### src/inc/pwm16_pkg.sv
// Package: register map, field positions and reset values of the 16-channel PWM
package pwm16_pkg;
   // Channel count and widths
   localparam int CHANNELS = 16;
   localparam int DUTY_W = 8;
   // Register byte offsets, one aligned word each
   localparam logic [7:0] OFS_DUTY0 = 8'h00;
   localparam logic [7:0] OFS_OE_LOW = 8'h40;
   localparam logic [7:0] OFS_OE_HIGH = 8'h44;
   localparam logic [7:0] OFS_POL_LOW = 8'h48;
   localparam logic [7:0] OFS_POL_HIGH = 8'h4C;
   localparam logic [7:0] OFS_PERIPHERAL_CLOCK_SELECT = 8'h50;
   localparam logic [7:0] OFS_CLK_EN = 8'h54;
   localparam logic [7:0] OFS_DIR_A = 8'h58;
   localparam logic [7:0] OFS_DIR_B = 8'h5C;
   localparam logic [7:0] OFS_PORT_DATA = 8'h60;
   localparam logic [7:0] OFS_SYS_CTRL = 8'h64;
   localparam logic [7:0] OFS_MSTOP = 8'h68;
   localparam logic [7:0] OFS_COUNTER = 8'h6C;
   localparam logic [7:0] OFS_PIN_LEVEL = 8'h70;
   // Field positions
   localparam int PERIPHERAL_CLOCK_SELECT_SEL_LSB = 1;
   localparam int CLK_EN_CKE_BIT = 0;
   localparam int CLK_EN_PSS_BIT = 1;
   localparam int SYS_IO_STROBE_ENABLE_BIT = 0;
   localparam int SYS_CHIP_SELECT_256_ENABLE_BIT = 1;
   localparam int MSTOP_BIT = 0;
   // Reset values
   localparam logic [7:0] DUTY_RESET = 8'h00;
   localparam logic [15:0] BITS16_RESET = 16'h0000;
   localparam logic [1:0] SEL_RESET = 2'h0;
   localparam logic MSTOP_RESET = 1'b1;
endpackage : pwm16_pkg

### src/hdl/pwm_lane.sv
// One channel's waveform: basic pulse plus spread additional pulses
`timescale 1ns/100ps
module pwm_lane (
   input wire logic [7:0] count,
   input wire logic [7:0] duty,
   input wire logic polarity,
   output logic wave
);
   logic [4:0] sum; // Position plus basic duty
   logic [3:0] slot; // Rank of this basic pulse in the spread order
   logic add_here; // This basic pulse gets an extra step
   logic high; // Waveform before polarity

   // Basic pulse ends at the period end, so its rising edge is at 16 - duty
   always_comb begin
      sum = {1'b0, count[3:0]} + {1'b0, duty[7:4]};
      // Bit-reversed rank of ~n; pulse 0 ranks 15 and is never picked
      slot = {~count[4], ~count[5], ~count[6], ~count[7]};
      add_here = slot < duty[3:0];
      // Extra step sits one step before the rising edge, even at duty 0
      high = sum[4] | (add_here & (sum == 5'h0F));
      wave = high ^ polarity;
   end
endmodule : pwm_lane

### src/hdl/pwm16_top.sv
// Sixteen-channel 8-bit PWM with APB registers and pin-state selection
// Summary of operation
// - Direction and enable choose input, port, PWM.
// - Enable bits map one-to-one onto channels.
// - Port output drives the port data bit.
// - Port output only in allowed modes, else address.
// - Select bits plus enables choose counter clock.
// - Off, system clock, or divide 2/4/8/16.
// - Select register bits 3, 0 read zero.
// - Upper nibble sets basic duty in sixteenths.
// - Sixteen basic pulses; lower nibble picks extras.
// - Extra step just before basic rising edge.
// - Extras keep timing when upper nibble zero.
// - Extras 15, 7, 11, 3, 13, 5 first.
// - Then odd pulses, then 14, 6, 10, 2.
// - Polarity bit selects direct or inverted output.
// - All duty registers reset to zero.
// - Starts in module stop; registers locked until cleared.
//
// Added by the designer: the placing of the registers and the APB register port.
`timescale 1ns/100ps
module pwm16_top
   import pwm16_pkg::*;
(
   input wire logic pclk,
   input wire logic presetn,
   input wire logic psel,
   input wire logic penable,
   input wire logic pwrite,
   input wire logic [7:0] paddr,
   input wire logic [31:0] pwdata,
   output logic [31:0] prdata,
   output logic pready,
   output logic pslverr,
   input wire logic single_chip_mode,
   input wire logic rom_ext_mode,
   input wire logic [15:0] address_bits,
   input wire logic [15:0] port_pin_level,
   output logic [15:0] channel_output_pin,
   output logic [15:0] channel_output_oe
);

   // Every flip-flop of the block lives in this one record
   typedef struct packed {
      logic [15:0][7:0] channel_duty_value; // Duty per channel
      logic [15:0] channel_output_enable; // Low and high enable bytes
      logic [15:0] channel_polarity; // 1 = inverted
      logic [1:0] clock_select; // {clock_select_high, clock_select_low}
      logic counter_clock_enable; // Counter clock on
      logic prescale_select; // 1 = divided clock
      logic [15:0] port_direction; // {port_b_direction, port_a_direction}
      logic [15:0] port_data_value; // Level for port output
      logic io_strobe_enable; // System control bits
      logic chip_select_256_enable;
      logic module_stop; // Halts the block
      logic [3:0] prescaler; // Free divider
      logic [7:0] pulse_counter; // Step and basic pulse number
      logic [1:0] mode_meta; // First synchroniser stage, modes
      logic [1:0] mode_sync; // {rom_ext, single_chip}
      logic [15:0] pin_meta; // First synchroniser stage, pins
      logic [15:0] pin_sync; // Synchronised pin levels
      logic [15:0] pin_out; // Output pin levels
      logic [15:0] pin_oe; // Output enables
      logic pready; // APB answer
      logic pslverr; // APB error
      logic [31:0] prdata; // APB read data
   } state_t;

   state_t st; // Registered state
   state_t next_st; // Next state
   logic [15:0] wave; // Lane waveforms
   logic tick; // Counter advance this cycle
   logic port_ok; // Pins may act as port outputs
   logic access_ok; // Current APB address usable
   logic do_write; // Write commits at this edge
   logic [31:0] rdata; // Read mux
   logic [3:0] div_mask; // Prescaler bits that must be all ones

   // One waveform generator per channel
   genvar g;
   generate
      for (g = 0; g < CHANNELS; g++) begin : g_lane
         pwm_lane u_lane (
            .count(st.pulse_counter),
            .duty(st.channel_duty_value[g]),
            .polarity(st.channel_polarity[g]),
            .wave(wave[g])
         );
      end
   endgenerate

   // Direct drive of outputs from the state record
   assign prdata = st.prdata;
   assign pready = st.pready;
   assign pslverr = st.pslverr;
   assign channel_output_pin = st.pin_out;
   assign channel_output_oe = st.pin_oe;

   // Next-state logic for registers, counter and pins
   always_comb begin
      next_st = st;
      // Two-stage synchronisers; stage one feeds only stage two
      next_st.mode_meta = {rom_ext_mode, single_chip_mode};
      next_st.mode_sync = st.mode_meta;
      next_st.pin_meta = port_pin_level;
      next_st.pin_sync = st.pin_meta;

      // Address decode; module stop locks all but its own register
      access_ok = 1'b0;
      rdata = 32'h0000_0000;
      if (paddr[7:6] == 2'b00 && paddr[1:0] == 2'b00) begin
         access_ok = 1'b1;
         rdata[7:0] = st.channel_duty_value[paddr[5:2]];
      end else begin
         access_ok = 1'b1;
         unique case (paddr)
            OFS_OE_LOW: rdata[7:0] = st.channel_output_enable[7:0];
            OFS_OE_HIGH: rdata[7:0] = st.channel_output_enable[15:8];
            OFS_POL_LOW: rdata[7:0] = st.channel_polarity[7:0];
            OFS_POL_HIGH: rdata[7:0] = st.channel_polarity[15:8];
            OFS_PERIPHERAL_CLOCK_SELECT: begin
               // Reserved bits 3 and 0 stay zero
               rdata[PERIPHERAL_CLOCK_SELECT_SEL_LSB+:2] = st.clock_select;
            end
            OFS_CLK_EN: begin
               rdata[CLK_EN_CKE_BIT] = st.counter_clock_enable;
               rdata[CLK_EN_PSS_BIT] = st.prescale_select;
            end
            OFS_DIR_A: rdata[7:0] = st.port_direction[7:0];
            OFS_DIR_B: rdata[7:0] = st.port_direction[15:8];
            OFS_PORT_DATA: begin
               rdata[15:0] = st.port_data_value;
            end
            OFS_SYS_CTRL: begin
               rdata[SYS_IO_STROBE_ENABLE_BIT] = st.io_strobe_enable;
               rdata[SYS_CHIP_SELECT_256_ENABLE_BIT] = st.chip_select_256_enable;
            end
            OFS_MSTOP: begin
               rdata[MSTOP_BIT] = st.module_stop;
            end
            OFS_COUNTER: begin
               rdata[7:0] = st.pulse_counter;
            end
            OFS_PIN_LEVEL: begin
               rdata[15:0] = st.pin_sync;
            end
            default: begin
               // Unmapped word answers with an error
               access_ok = 1'b0;
            end
         endcase
      end
      if (st.module_stop && paddr != OFS_MSTOP) begin
         access_ok = 1'b0;
      end
      if (!access_ok) begin
         rdata = 32'h0000_0000;
      end

      // APB: one wait state, then answer; write commits at the answer edge
      next_st.pready = psel & penable & ~st.pready;
      if (psel && penable && !st.pready) begin
         next_st.prdata = rdata;
         next_st.pslverr = ~access_ok;
      end else begin
         next_st.pslverr = 1'b0;
      end
      do_write = psel & penable & pwrite & st.pready & ~st.pslverr;

      // Register writes
      if (do_write) begin
         if (paddr[7:6] == 2'b00) begin
            next_st.channel_duty_value[paddr[5:2]] = pwdata[7:0];
         end else begin
            unique case (paddr)
               OFS_OE_LOW: begin
                  // Bit n of the low byte is channel n
                  next_st.channel_output_enable[7:0] = pwdata[7:0];
               end
               OFS_OE_HIGH: begin
                  // Bit n of the high byte is channel n + 8
                  next_st.channel_output_enable[15:8] = pwdata[7:0];
               end
               OFS_POL_LOW: begin
                  next_st.channel_polarity[7:0] = pwdata[7:0];
               end
               OFS_POL_HIGH: begin
                  next_st.channel_polarity[15:8] = pwdata[7:0];
               end
               OFS_PERIPHERAL_CLOCK_SELECT: begin
                  // Reserved bits are not stored at all
                  next_st.clock_select = pwdata[PERIPHERAL_CLOCK_SELECT_SEL_LSB+:2];
               end
               OFS_CLK_EN: begin
                  next_st.counter_clock_enable = pwdata[CLK_EN_CKE_BIT];
                  next_st.prescale_select = pwdata[CLK_EN_PSS_BIT];
               end
               OFS_DIR_A: begin
                  next_st.port_direction[7:0] = pwdata[7:0];
               end
               OFS_DIR_B: begin
                  next_st.port_direction[15:8] = pwdata[7:0];
               end
               OFS_PORT_DATA: begin
                  next_st.port_data_value = pwdata[15:0];
               end
               OFS_SYS_CTRL: begin
                  next_st.io_strobe_enable = pwdata[SYS_IO_STROBE_ENABLE_BIT];
                  next_st.chip_select_256_enable = pwdata[SYS_CHIP_SELECT_256_ENABLE_BIT];
               end
               OFS_MSTOP: begin
                  next_st.module_stop = pwdata[MSTOP_BIT];
               end
               default: begin
                  // Read-only words ignore writes
               end
            endcase
         end
      end

      // Clock choice: divisor 2, 4, 8, 16 from the select pair
      unique case (st.clock_select)
         2'b00: div_mask = 4'h1;
         2'b01: div_mask = 4'h3;
         2'b10: div_mask = 4'h7;
         2'b11: div_mask = 4'hF;
      endcase
      tick = 1'b0;
      if (st.counter_clock_enable && !st.module_stop) begin
         if (!st.prescale_select) begin
            tick = 1'b1;
         end else begin
            tick = (st.prescaler & div_mask) == div_mask;
         end
      end
      // Divider halts in module stop to save power
      if (!st.module_stop) begin
         next_st.prescaler = st.prescaler + 4'h1;
      end
      if (tick) begin
         next_st.pulse_counter = st.pulse_counter + 8'h01;
      end

      // Port output needs single-chip, or ROM mode with strobe on, 256 off
      port_ok = st.mode_sync[0] |
         (st.mode_sync[1] & st.io_strobe_enable & ~st.chip_select_256_enable);
      for (int i = 0; i < CHANNELS; i++) begin
         if (!st.port_direction[i]) begin
            // Input: pin released whatever the enable
            next_st.pin_oe[i] = 1'b0;
            next_st.pin_out[i] = 1'b0;
         end else if (!st.channel_output_enable[i]) begin
            next_st.pin_oe[i] = 1'b1;
            // Software must have set data to the full level for its polarity
            next_st.pin_out[i] = port_ok ? st.port_data_value[i]
               : address_bits[i];
         end else begin
            next_st.pin_oe[i] = 1'b1;
            next_st.pin_out[i] = wave[i];
         end
      end
   end

   // State register; reset gives zero duty, clock off, module stopped
   always_ff @(posedge pclk or negedge presetn) begin
      if (!presetn) begin
         st <= '0;
         st.channel_duty_value <= {CHANNELS{DUTY_RESET}};
         st.channel_output_enable <= BITS16_RESET;
         st.clock_select <= SEL_RESET;
         st.module_stop <= MSTOP_RESET;
      end else begin
         st <= next_st;
      end
   end

   // Checks on pins, counter, register bus and waveform
   property p_input_released;
      @(posedge pclk) disable iff (!presetn)
      !st.port_direction[0] |=> !channel_output_oe[0];
   endproperty
   a_input_released: assert property (p_input_released)
      else $error("pin driven while direction is input");

   property p_high_enable_map;
      @(posedge pclk) disable iff (!presetn)
      st.port_direction[9] && st.channel_output_enable[9]
         |=> channel_output_oe[9] && channel_output_pin[9] == $past(wave[9]);
   endproperty
   a_high_enable_map: assert property (p_high_enable_map)
      else $error("channel 9 not showing its waveform");

   property p_port_data;
      @(posedge pclk) disable iff (!presetn)
      st.port_direction[8] && !st.channel_output_enable[8] && port_ok
         |=> channel_output_pin[8] == $past(st.port_data_value[8]);
   endproperty
   a_port_data: assert property (p_port_data)
      else $error("port output does not follow data bit");

   property p_address_out;
      @(posedge pclk) disable iff (!presetn)
      st.port_direction[8] && !st.channel_output_enable[8] && !port_ok
         |=> channel_output_pin[8] == $past(address_bits[8]);
   endproperty
   a_address_out: assert property (p_address_out)
      else $error("address bit not on pin outside port mode");

   property p_clock_off;
      @(posedge pclk) disable iff (!presetn)
      !st.counter_clock_enable |=> st.pulse_counter == $past(st.pulse_counter);
   endproperty
   a_clock_off: assert property (p_clock_off)
      else $error("counter moved with clock disabled");

   property p_div16;
      @(posedge pclk) disable iff (!presetn)
      st.counter_clock_enable && st.prescale_select && st.clock_select == 2'b11
         && !st.module_stop && st.prescaler != 4'hF |=> $stable(st.pulse_counter);
   endproperty
   a_div16: assert property (p_div16)
      else $error("counter moved between divide-by-16 ticks");

   property p_system_clock;
      @(posedge pclk) disable iff (!presetn)
      st.counter_clock_enable && !st.prescale_select && !st.module_stop
         |=> st.pulse_counter == $past(st.pulse_counter) + 8'h01;
   endproperty
   a_system_clock: assert property (p_system_clock)
      else $error("counter not advancing on system clock");

   property p_reserved_zero;
      @(posedge pclk) disable iff (!presetn)
      psel && penable && pready && !pwrite && paddr == OFS_PERIPHERAL_CLOCK_SELECT
         |-> prdata[3] == 1'b0 && prdata[0] == 1'b0;
   endproperty
   a_reserved_zero: assert property (p_reserved_zero)
      else $error("reserved select bits read nonzero");

   property p_basic_tail;
      @(posedge pclk) disable iff (!presetn)
      st.pulse_counter[3:0] == 4'hF && st.channel_duty_value[2][7:4] != 4'h0
         && !st.channel_polarity[2] |-> wave[2];
   endproperty
   a_basic_tail: assert property (p_basic_tail)
      else $error("basic pulse low in its last step");

   property p_last_extra;
      @(posedge pclk) disable iff (!presetn)
      st.pulse_counter[7:4] == 4'hF && st.channel_duty_value[2][3:0] != 4'h0
         && st.pulse_counter[3:0] + st.channel_duty_value[2][7:4] == 4'hF
         && !st.channel_polarity[2] |-> wave[2];
   endproperty
   a_last_extra: assert property (p_last_extra)
      else $error("missing additional pulse in basic pulse 15");

   property p_stop_locks;
      @(posedge pclk) disable iff (!presetn)
      st.module_stop |=> $stable(st.pulse_counter) && $stable(st.channel_duty_value);
   endproperty
   a_stop_locks: assert property (p_stop_locks)
      else $error("block changed while in module stop");

endmodule : pwm16_top

### config.mk
export PLATFORM = sky130hd
export DESIGN_NAME = pwm16_top
export DESIGN_NICKNAME = d
export VERILOG_FILES = /design/src/inc/pwm16_pkg.sv /design/src/hdl/pwm_lane.sv /design/src/hdl/pwm16_top.sv
export SDC_FILE = /design/constraint.sdc
export NUM_CORES = 1
export LEC_CHECK = 0
export ABC_AREA = 1
export BUFFER_PORTS_ARGS = -buffer_cell sky130_fd_sc_hd__buf_2
export CAP_MARGIN = 20
export CORE_ASPECT_RATIO = 1.1
export CORE_UTILIZATION = 50
export CTS_BUF_LIST = sky130_fd_sc_hd__clkbuf_16
export DETAILED_ROUTE_END_ITERATION = 16
export HOLD_SLACK_MARGIN = 0.05
export PLACE_DENSITY = 0.75
export SLEW_MARGIN = 10
export SYNTH_ARGS = -nofsm -noshare
export SYNTH_HDL_FRONTEND = slang
export SYNTH_SLANG_ARGS = --single-unit
### constraint.sdc
create_clock -name pclk -period 2.35 [get_ports pclk]
set_input_delay 0.3525 -clock pclk [delete_from_list [all_inputs] [get_ports pclk]]
set_output_delay 0.3525 -clock pclk [all_outputs]
set_load 0.05 [all_outputs]
==> out/metrics.csv, run 1 <==
stage,metric,value,unit
critical_path,R2R Setup Slk,100,ps
global_route,gr usage total,0.300,
synthesis,"FF+latch count, synth",297,
clock_tree,CTS tree,yes,
status,outcome,"complete, no violations",
critical_path,FF-to-FF path depth,12,
cells_and_area,multi-input logic area,7990,µm²
cells_and_area,Final Net Count,2409,
die,Initial Util,0.512,
clock_tree,clock latency on the worst-skew pair,580,ps
die,die area,34200,µm²
clock_tree,root buf cell,clkbuf_16,
detailed_routing,final WL,50800,µm
die,height of the chip,194,µm
run,maxcap violations,0,
cells_and_area,Layout Area Growth over Synthesis,14.8,%
die,Top Ports,145,
die,Die Wd,176,µm
synthesis,syn avg cell area,8.05,µm²
power,Peak VDD IR,441,µV
clock_tree,TritonCTS Buffers,31,
clock_tree,Setup Buffers After CTS,0,
timing,Final Skew,16.0,ps
worst_hold_path,Hold Crit Class,in2reg,
power,pwr dens,605,nW/µm²
critical_path,Startpoint Class,flip-flop,
synthesis,Netlist cell types,40,
critical_path,Critical R2R Launch,st[102],
cells_and_area,Antenna Cells,0,
cells_and_area,register area,7430,µm²
power,"Power, Total",11.6,mW
placement,HPWL after DPL,35700,µm
worst_hold_path,worst hold stages,5,
timing,final worst slack,104,ps
detailed_routing,vias per inst,5.62,
cells_and_area,"commonest non-fill, non-tap cell in the layout",nand2_1,
timing,Tcrit/Tclk final,0.956,
global_route,vias in the first global route,14600,
critical_path,WS Path Type,reg2reg,
critical_path,Critical Path End Type,flip-flop,
synthesis,"Async S/R FF share, synth",1.00,
synthesis,register area share after synthesis,0.445,
die,# rows,69,
clock_tree,"CTS clk-pin slew, worst paths",70,ps
global_route,initial antenna violation count,0,
timing,Fmax,445,MHz
clock_tree,CTS sink cnt,297,
critical_path,worst flop-to-flop path endpoint,channel_output_pin[10],
detailed_routing,"antenna viol nets, final",0,
cells_and_area,Filler cells,2834,
global_route,grt total ovfl,0,
timing,# setup viols final,0,
detailed_routing,DR vias,14900,
global_route,global-route wire length before repair,79200,µm
cells_and_area,most frequent cells in the layout,"nand2_1, dfrtp_1, nor2_1, o21ai_0, inv_1",
timing,Hold WS,90.8,ps
timing,setup TNS,0,ps
cells_and_area,share of post-route cells with drive strength above 1,0.126,
detailed_routing,DRC viols,0,
placement,"worst slack, placed",110,ps
timing,Least-Margin Pin Slew,667,ps
worst_hold_path,worst hold endpoint,channel_output_pin[12],
placement,Placer Congestion,0.974,
placement,input/output buffers,112,
detailed_routing,initial DRC count,1307,
timing,RSZ-0062 raised after global routing,yes,
detailed_routing,Wirelength per Cell,19.1,µm
synthesis,number of enable flip-flop cells after synthesis,0,
die,core area,32600,µm²
clock_tree,H-tree Lvls,1,
critical_path,Worst EP arrival,2710,ps
cells_and_area,final core occ,0.588,
detailed_routing,DR pass1 iterations,5,
clock_tree,CTS max path bufs,3,
critical_path,Worst Path Required,2810,ps
synthesis,Main synth FF type,dfrtp_1,
timing,final slew viol count,0,
worst_hold_path,Hold Startpoint,address_bits[12],
timing,Period minus WS final,2250,ps
timing,Slew headroom,0.555,
timing,final hold vios,0,
power,cell leakage power,9.83,nW
synthesis,Synth warnings,0,
synthesis,synthesized area,16700,µm²
critical_path,crit path max fanout,19,
synthesis,Syn Inst Count,2076,
global_route,pin count of the biggest net entering global routing,61,
[stage by stage]
| step | std cells | area (µm²) |
|---|---|---|
| after floorplan | 2091 | 16800 |
| after global placement | 2566 | 17800 |
| final | 2651 | 19200 |
| after global routing | 2651 | 19200 |
| after CTS | 2651 | 19200 |
| after detailed placement | 2566 | 17800 |
[Yosys cell counts (2+ instances only)]
| cell type | count | area (µm²) |
|---|---|---|
| a32o_1 | 7 | 70.1 |
| a22oi_1 | 6 | 45.0 |
| o21ai_0 | 217 | 1090 |
| mux2_2 | 5 | 56.3 |
| nand3b_1 | 9 | 67.6 |
| inv_2 | 9 | 33.8 |
| nand2_2 | 9 | 56.3 |
| o21ai_1 | 6 | 30.0 |
| clkbuf_1 | 43 | 161 |
| inv_1 | 143 | 537 |
| o21bai_1 | 7 | 52.6 |
| mux2_1 | 2 | 22.5 |
| nor2_1 | 269 | 1010 |
| buf_6 | 4 | 45.0 |
| o22a_1 | 4 | 35.0 |
| a21o_1 | 2 | 15.0 |
| ha_1 | 114 | 1430 |
| dfrtp_1 | 296 | 7410 |
| nand4_1 | 13 | 81.3 |
| nand3_1 | 135 | 676 |
| nor2_4 | 4 | 45.0 |
| nand2_4 | 5 | 56.3 |
| a31oi_1 | 2 | 12.5 |
| nor3_1 | 5 | 25.0 |
| xor2_1 | 11 | 96.3 |
| o211ai_1 | 2 | 15.0 |
| fa_1 | 16 | 320 |
| nor4_1 | 3 | 18.8 |
| xnor2_1 | 3 | 26.3 |
| buf_4 | 69 | 518 |
| a21oi_1 | 101 | 505 |
| nor2_2 | 4 | 25.0 |
| buf_2 | 16 | 80.1 |
| nand2_1 | 529 | 1990 |
[report_power, final]
part | internal, mW | switching (mW) | leakage, nW
Clock | 3.28 | 2.12 | 0.559
Sequential | 5.21 | 0.0577 | 4.04
Combinational | 0.283 | 0.662 | 5.24
[cells by family after synthesis]
group	synth area share
AND/OR/NAND/NOR	0.243
AO/OA/AOI/OAI	0.113
flip-flops	0.445
buffers and inverters	0.0825
adder cells (fa/ha/maj)	0.104
XOR/XNOR	0.00733
multiplexers	0.00471
other	0.000224
[worst max path at each step]
stage | start | end | slack, ps | cells past startpoint
final | st[102] | channel_output_pin[10] | 100 | 12
after global routing | st[102] | channel_output_pin[10] | -30 | 13
after CTS | st[102] | channel_output_pin[10] | 90 | 12
after detailed placement | st[102] | channel_output_pin[10] | 110 | 12
after global placement | st[102] | channel_output_pin[10] | 150 | 12
after floorplan | st[102] | channel_output_pin[9] | 280 | 9
[final cells by class]
type / count / area share
timing repair buffer: 208 / 0.0806
clock buffer: 31 / 0.0404
tap: 426 / 0.0278
multi-input combinational: 1509 / 0.416
inverter: 153 / 0.0299
clock inverter: 27 / 0.0176
sequential: 297 / 0.387
[sequential cells by signal, summed over array words and instances, names as in the netlist]
signal / count
prdata: 16
pslverr: 1
channel_output_oe: 16
channel_output_pin: 16
st: 229
pready: 1
next_st: 18
[layer usage]
layer,global-route usage,part of all wire,vias to the layer above
met5,0,0,-
met4,0.144,0.047,0
met3,0.0394,0.083,143
met2,0.504,0.48,729
met1,0.381,0.39,7091
li1,-,-,6943
[worst max-delay path, cell delays in order (launching register included)]
cell	delay, ps
dfrtp_1	400
buf_12	170
ha_1	240
fa_1	490
nand2_1	50
nor2_1	80
nand3_1	80
nor2_1	80
nand2_1	130
nand3_1	100
nand2_1	60
nor2_2	170
nor2_1	60
[timing repair]
| action | CTS | global route |
|---|---|---|
| gates resized for setup | 0 | 8 |
| setup endpoints to repair | 0 | 6 |
| hold endpoints to repair | 75 | 0 |
| hold buffers | 27 | 0 |
No activity file was read; power rests on OpenSTA's default activity.
==> inputs of run 2 (changes only) <==
- CORE_UTILIZATION: 50 -> 55
- GPL_ROUTABILITY_DRIVEN: unset -> 0
- PLACE_DENSITY: 0.75 -> 0.81
==> out/metrics.csv, run 2 (same netlist as run 1, synthesis figures left out) <==
stage,metric,value,unit,change
status,outcome,"complete, no violations",,unchanged
critical_path,family with the most delay on the worst path,simple AND/OR/NAND/NOR gates,,unchanged
global_route,GR peak layer,met2,,unchanged
power,"Power, Total",10.9,mW,was 11.6 mW
global_route,vias in the first global route,15000,,was 14600
clock_tree,clock latency on the worst-skew pair,570,ps,was 580 ps
detailed_routing,vias per inst,5.88,,was 5.62
critical_path,worst flop-to-flop path endpoint,channel_output_pin[13],,was channel_output_pin[10]
global_route,pin count of the biggest net entering global routing,73,,was 61
clock_tree,CTS sink cnt,297,,unchanged
die,core area,29700,µm²,was 32600 µm²
clock_tree,"CTS clk-pin slew, worst paths",70,ps,about the same
detailed_routing,DRC viols,0,,unchanged
cells_and_area,"commonest non-fill, non-tap cell in the layout",nand2_1,,unchanged
global_route,grt met3 use,0.0429,,was 0.0394
global_route,global-route wire length before repair,78600,µm,was 79200 µm
timing,Period minus WS final,2260,ps,was 2250 ps
cells_and_area,design area,18900,µm²,was 19200 µm²
clock_tree,Setup Buffers After CTS,0,,unchanged
clock_tree,root buf cell,clkbuf_16,,unchanged
die,# rows,66,,was 69
power,Net Sw Frac,0.258,,was 0.244
clock_tree,CTS max path bufs,3,,unchanged
critical_path,R2R Setup Slk,90,ps,was 100 ps
timing,Final Skew,22.6,ps,was 16.0 ps
power,power share of the combinational group,0.087,,was 0.081
global_route,met2 usage,0.535,,was 0.504
cells_and_area,max reg flops,229,,unchanged
die,Die Wd,168,µm,was 176 µm
cells_and_area,Final Net Count,2408,,was 2409
power,clock power share,0.431,,was 0.465
timing,# setup viols final,0,,unchanged
timing,final slew viol count,0,,unchanged
critical_path,Startpoint Class,flip-flop,,unchanged
timing,Hold WS,61.0,ps,was 90.8 ps
timing,final hold vios,0,,unchanged
cells_and_area,Filler cells,2358,,was 2834
power,sequential power share,0.483,,was 0.454
detailed_routing,final WL,50200,µm,was 50800 µm
cells_and_area,most frequent cells in the layout,"nand2_1, dfrtp_1, nor2_1, o21ai_0, inv_1",,unchanged
run,maxcap violations,0,,unchanged
worst_hold_path,Hold Startpoint,pwdata[15],,was address_bits[12]
critical_path,Crit path largest cell delay,410,ps,was 490 ps
clock_tree,CTS tree,yes,,unchanged
detailed_routing,DR pass1 iterations,8,,was 5
die,Initial Util,0.562,,was 0.512
worst_hold_path,Hold Crit Class,in2reg,,unchanged
placement,Inst Count DP,2515,,was 2566
timing,Least-Margin Pin Slew,693,ps,was 667 ps
timing,Slew headroom,0.538,,was 0.555
cells_and_area,Layout Area Growth over Synthesis,12.9,%,was 14.8%
critical_path,Critical Path End Type,flip-flop,,unchanged
cells_and_area,Biggest register,st,,unchanged
critical_path,FF-to-FF path depth,10,,was 12
detailed_routing,initial DRC count,1741,,was 1307
placement,dpl cell area,17600,µm²,was 17800 µm²
power,pwr dens,578,nW/µm²,was 605 nW/µm²
detailed_routing,Wirelength per Cell,19.3,µm,was 19.1 µm
critical_path,slowest CP cell,dfrtp_1,,was fa_1
die,height of the chip,185,µm,was 194 µm
critical_path,Worst Path Required,2850,ps,was 2810 ps
cells_and_area,Antenna Cells,0,,unchanged
timing,Tcrit/Tclk final,0.964,,was 0.956
critical_path,CP cell instances,buf_12 > ha_2 > fa_1 > nand2_1 > inv_1 > nor4_2 > nand3_1 > a21oi_1 > nor2_2 > nor2_1,,was buf_12 > ha_1 > fa_1 > nand2_1 > nor2_1 > nand3_1 > nor2_1 > nand2_1 > nand3_1 > nand2_1 > nor2_2 > nor2_1
detailed_routing,DR vias,15300,,was 14900
cells_and_area,fin cells,2597,,was 2651
global_route,met1 usage in global routing,0.404,,was 0.381
die,die area,31100,µm²,was 34200 µm²
global_route,gr usage total,0.327,,was 0.300
power,cell leakage power,9.71,nW,was 9.83 nW
power,Sw Pwr,2.81,mW,was 2.84 mW
power,Internal,8.09,mW,was 8.77 mW
placement,input/output buffers,112,,unchanged
critical_path,crit path max fanout,17,,was 19
critical_path,Critical R2R Launch,st[102],,unchanged
timing,Fmax,442,MHz,was 445 MHz
die,Top Ports,145,,unchanged
worst_hold_path,worst hold endpoint,st[132],,was channel_output_pin[12]
placement,HPWL after DPL,34900,µm,was 35700 µm
detailed_routing,"antenna viol nets, final",0,,unchanged
timing,setup TNS,0,ps,unchanged
clock_tree,TritonCTS Buffers,30,,was 31
global_route,initial antenna violation count,0,,unchanged
global_route,grt total ovfl,0,,unchanged
worst_hold_path,worst hold stages,3,,was 5
cells_and_area,share of post-route cells with drive strength above 1,0.124,,was 0.126
clock_tree,H-tree Lvls,1,,unchanged
critical_path,WS Path Type,reg2reg,,unchanged
critical_path,Worst EP arrival,2770,ps,was 2710 ps
critical_path,Crit path buffers/inverters,2,,was 1
power,Peak VDD IR,508,µV,was 441 µV
## run 2: power groups by stage
stage | Combinational [mW] | Clock [mW] | Sequential, mW
floorplan | 0.491 | 0 | 5.35
global placement | 0.860 | 0 | 5.35
detailed placement | 0.881 | 0 | 5.36
CTS | 0.924 | 4.71 | 5.26
global route | 1.02 | 4.91 | 5.27
finish | 0.944 | 4.70 | 5.26
## run 2: how the worst max path moves through the flow
stage	start	cells after the start	slack, ps	end
final	st[102]	10	90	channel_output_pin[13]
after global routing	st[102]	11	-30	channel_output_pin[13]
after CTS	st[103]	12	100	channel_output_pin[4]
after detailed placement	st[102]	10	130	channel_output_pin[13]
after global placement	st[102]	10	190	channel_output_pin[13]
after floorplan	st[102]	9	280	channel_output_pin[9]
## run 2: metal layers
metal / wire, µm / vias up
met2: 23400 / 908
met4: 3740 / 0
met3: 4560 / 286
met1: 18600 / 7135
li1: - / 6937
met5: 0 / -
## run 2: per-stage QoR
| step | utilization | setup slack (ps) |
|---|---|---|
| after detailed placement | 0.593 | 125 |
| after CTS | 0.634 | 101 |
| after floorplan | - | 278 |
| after global placement | 0.593 | 193 |
| after global routing | 0.635 | -25.1 |
| final | 0.635 | 85.3 |
## run 2: worst min-delay path, stage by stage
cell     delay, ps
buf_2           90
nor2_1          40
a21oi_1        110
## run 2: final cells by class
cell class	instances	area, µm²	share of cell area
Clock inverter	25	181	0.00961
Timing Repair Buffer	208	1460	0.0773
Multi-Input combinational cell	1509	7990	0.423
Inverter	153	574	0.0304
Tap cell	374	468	0.0248
Clock buffer	31	776	0.0411
Sequential cell	297	7430	0.394
## run 2: what timing repair did
item / in CTS / in global routing
setup endpoints to repair: 0 / 6
endpoints found under the hold margin: 91 / 0
hold buffers: 26 / 0
resized for setup: 0 / 7
==> inputs of run 3 (changes only) <==
- CELL_PAD_IN_SITES_DETAIL_PLACEMENT: unset -> 2
- CELL_PAD_IN_SITES_GLOBAL_PLACEMENT: unset -> 2
- CORE_UTILIZATION: 55 -> 33
- SETUP_SLACK_MARGIN: unset -> 0.4
==> out/metrics.csv, run 3 (same netlist as run 1, synthesis figures left out) <==
stage,metric,value,unit,change
detailed_routing,met3 WL,2830,µm,was 4560 µm
cells_and_area,Layout Area Growth over Synthesis,20.4,%,was 12.9%
cells_and_area,max reg flops,229,,unchanged
cells_and_area,multi-input logic area,8430,µm²,was 7990 µm²
die,die area,51600,µm²,was 31100 µm²
global_route,grt total ovfl,0,,unchanged
critical_path,Critical R2R Launch,st[102],,unchanged
run,maxcap violations,0,,unchanged
cells_and_area,final core occ,0.402,,was 0.635
timing,Final Skew,29.1,ps,was 22.6 ps
detailed_routing,DRC viols,0,,unchanged
critical_path,Startpoint Class,flip-flop,,unchanged
clock_tree,clock latency on the worst-skew pair,570,ps,about the same
worst_hold_path,Hold Crit Class,in2reg,,unchanged
global_route,pin count of the biggest net entering global routing,69,,was 73
timing,final slew viol count,0,,unchanged
placement,dpl cell area,18200,µm²,was 17600 µm²
placement,Inst Count DP,2816,,was 2515
cells_and_area,"commonest non-fill, non-tap cell in the layout",nand2_1,,unchanged
power,pwr dens,602,nW/µm²,was 578 nW/µm²
cells_and_area,share of post-route cells with drive strength above 1,0.174,,was 0.124
critical_path,WS Path Type,reg2reg,,unchanged
detailed_routing,"antenna viol nets, final",0,,unchanged
detailed_routing,final WL,74400,µm,was 50200 µm
timing,Slew headroom,0.645,,was 0.538
die,height of the chip,238,µm,was 185 µm
timing,RSZ-0062 raised after global routing,yes,,
status,outcome,"complete, but fails checks",,"was complete, no violations"
detailed_routing,Wirelength per Cell,25.6,µm,was 19.3 µm
clock_tree,"CTS clk-pin slew, worst paths",60,ps,was 70 ps
global_route,global-route wire length before repair,111000,µm,was 78600 µm
die,Top Ports,145,,unchanged
die,# rows,86,,was 66
clock_tree,root buf cell,clkbuf_16,,unchanged
cells_and_area,Antenna Cells,0,,unchanged
status,failing checks,setup timing,,
placement,HPWL after DPL,47600,µm,was 34900 µm
die,core area,50000,µm²,was 29700 µm²
detailed_routing,Max Used Layer,met4,,unchanged
clock_tree,CTS tree,yes,,unchanged
clock_tree,H-tree Lvls,2,,was 1
global_route,gr usage total,0.284,,was 0.327
timing,# setup viols final,1,,was 0
detailed_routing,DR pass1 iterations,5,,was 8
detailed_routing,vias per inst,5.51,,was 5.88
timing,Fmax,418,MHz,was 442 MHz
critical_path,Worst Path Required,2800,ps,was 2850 ps
global_route,initial antenna violation count,0,,unchanged
die,Die Wd,217,µm,was 168 µm
detailed_routing,Met2 Wirelength,38300,µm,was 23400 µm
clock_tree,CTS max path bufs,3,,unchanged
timing,Tcrit/Tclk final,1.02,,was 0.964
power,cell leakage power,9.87,nW,was 9.71 nW
critical_path,Worst EP arrival,2840,ps,was 2770 ps
timing,Period minus WS final,2390,ps,was 2260 ps
cells_and_area,fin cells,2910,,was 2597
detailed_routing,initial DRC count,1024,,was 1741
cells_and_area,design area,20100,µm²,was 18900 µm²
global_route,vias in the first global route,18300,,was 15000
clock_tree,TritonCTS Buffers,35,,was 30
worst_hold_path,Hold Startpoint,address_bits[3],,was pwdata[15]
clock_tree,CTS sink cnt,297,,unchanged
worst_hold_path,worst hold endpoint,channel_output_pin[3],,was st[132]
critical_path,Critical Path End Type,flip-flop,,unchanged
critical_path,FF-to-FF path depth,13,,was 10
cells_and_area,most frequent cells in the layout,"nand2_1, dfrtp_1, nor2_1, o21ai_0, inv_1",,unchanged
cells_and_area,Biggest register,st,,unchanged
detailed_routing,DR vias,16000,,was 15300
placement,input/output buffers,112,,unchanged
timing,final hold vios,0,,unchanged
worst_hold_path,worst hold stages,5,,was 3
detailed_routing,WL met1,28800,µm,was 18600 µm
cells_and_area,Filler cells,5540,,was 2358
critical_path,R2R Setup Slk,-40,ps,was 90 ps
die,Initial Util,0.334,,was 0.562
cells_and_area,Final Net Count,2434,,was 2408
critical_path,worst flop-to-flop path endpoint,channel_output_pin[2],,was channel_output_pin[13]
cells_and_area,register area,7440,µm²,was 7430 µm²
timing,final worst slack,-42.6,ps,was 85.3 ps
critical_path,crit path max fanout,5,,was 17
power,"Power, Total",12.1,mW,was 10.9 mW
power,Peak VDD IR,576,µV,was 508 µV
timing,Least-Margin Pin Slew,529,ps,was 693 ps
-- run 3: worst max path at each step --
stage,startpoint,to,slack (ps),depth (start not counted)
2_1_floorplan,st[102],channel_output_pin[9],400,10
3_3_place_gp,st[102],channel_output_pin[13],70,11
3_5_place_dp,st[102],channel_output_pin[4],-70,13
4_1_cts,st[102],channel_output_pin[4],30,12
5_1_grt,st[102],channel_output_pin[2],-120,13
6_report,st[102],channel_output_pin[2],-40,13
-- run 3: through the flow --
stage	worst slack, ps	setup TNS [ps]	hold slack, ps
floorplan	403	0	56.9
global placement	66.4	0	277
detailed placement	-68.3	-103	277
finish	-42.6	-42.6	131
CTS	34.5	0	54.4
global route	-121	-466	159
-- run 3: repair_timing --
action / in CTS / in global routing
setup endpoints to repair: 16 / 26
pin swaps: 11 / 28
hold endpoints to repair: 62 / 1
gates resized for setup: 38 / 77
setup buffers: 2 / 3
hold buffers: 26 / 1
-- run 3: critical path: stages, from the launching register on --
cell and delay (ps):
dfrtp_2 440, buf_4 150, buf_12 140, ha_4 160
fa_2 520, nand4_1 100, nor2_1 170, nand2_1 100
inv_1 70, nand3_2 110, nand3_2 90, nand2_1 70
nor2_1 130, nor2_1 60
-- run 3: metal layers --
metal / global-route usage / vias up
li1: - / 6989
met1: 0.320 / 8287
met2: 0.519 / 507
met3: 0.0335 / 248
met4: 0.160 / 0
met5: 0 / -
-- run 3: final cells by class --
cell class	instances	area share
multi-input combinational	1509	0.419
sequential	297	0.370
timing repair buffer	229	0.0849
clock buffer	36	0.0448
tap	660	0.0410
inverter	153	0.0285
clock inverter	26	0.0120
-- run 3: power breakdown --
part / internal, mW / leakage, nW / switching (mW) / total (mW)
Combinational: 0.313 / 5.26 / 0.788 / 1.10
Clock: 3.24 / 0.580 / 2.50 / 5.74
Sequential: 5.20 / 4.04 / 0.0698 / 5.27
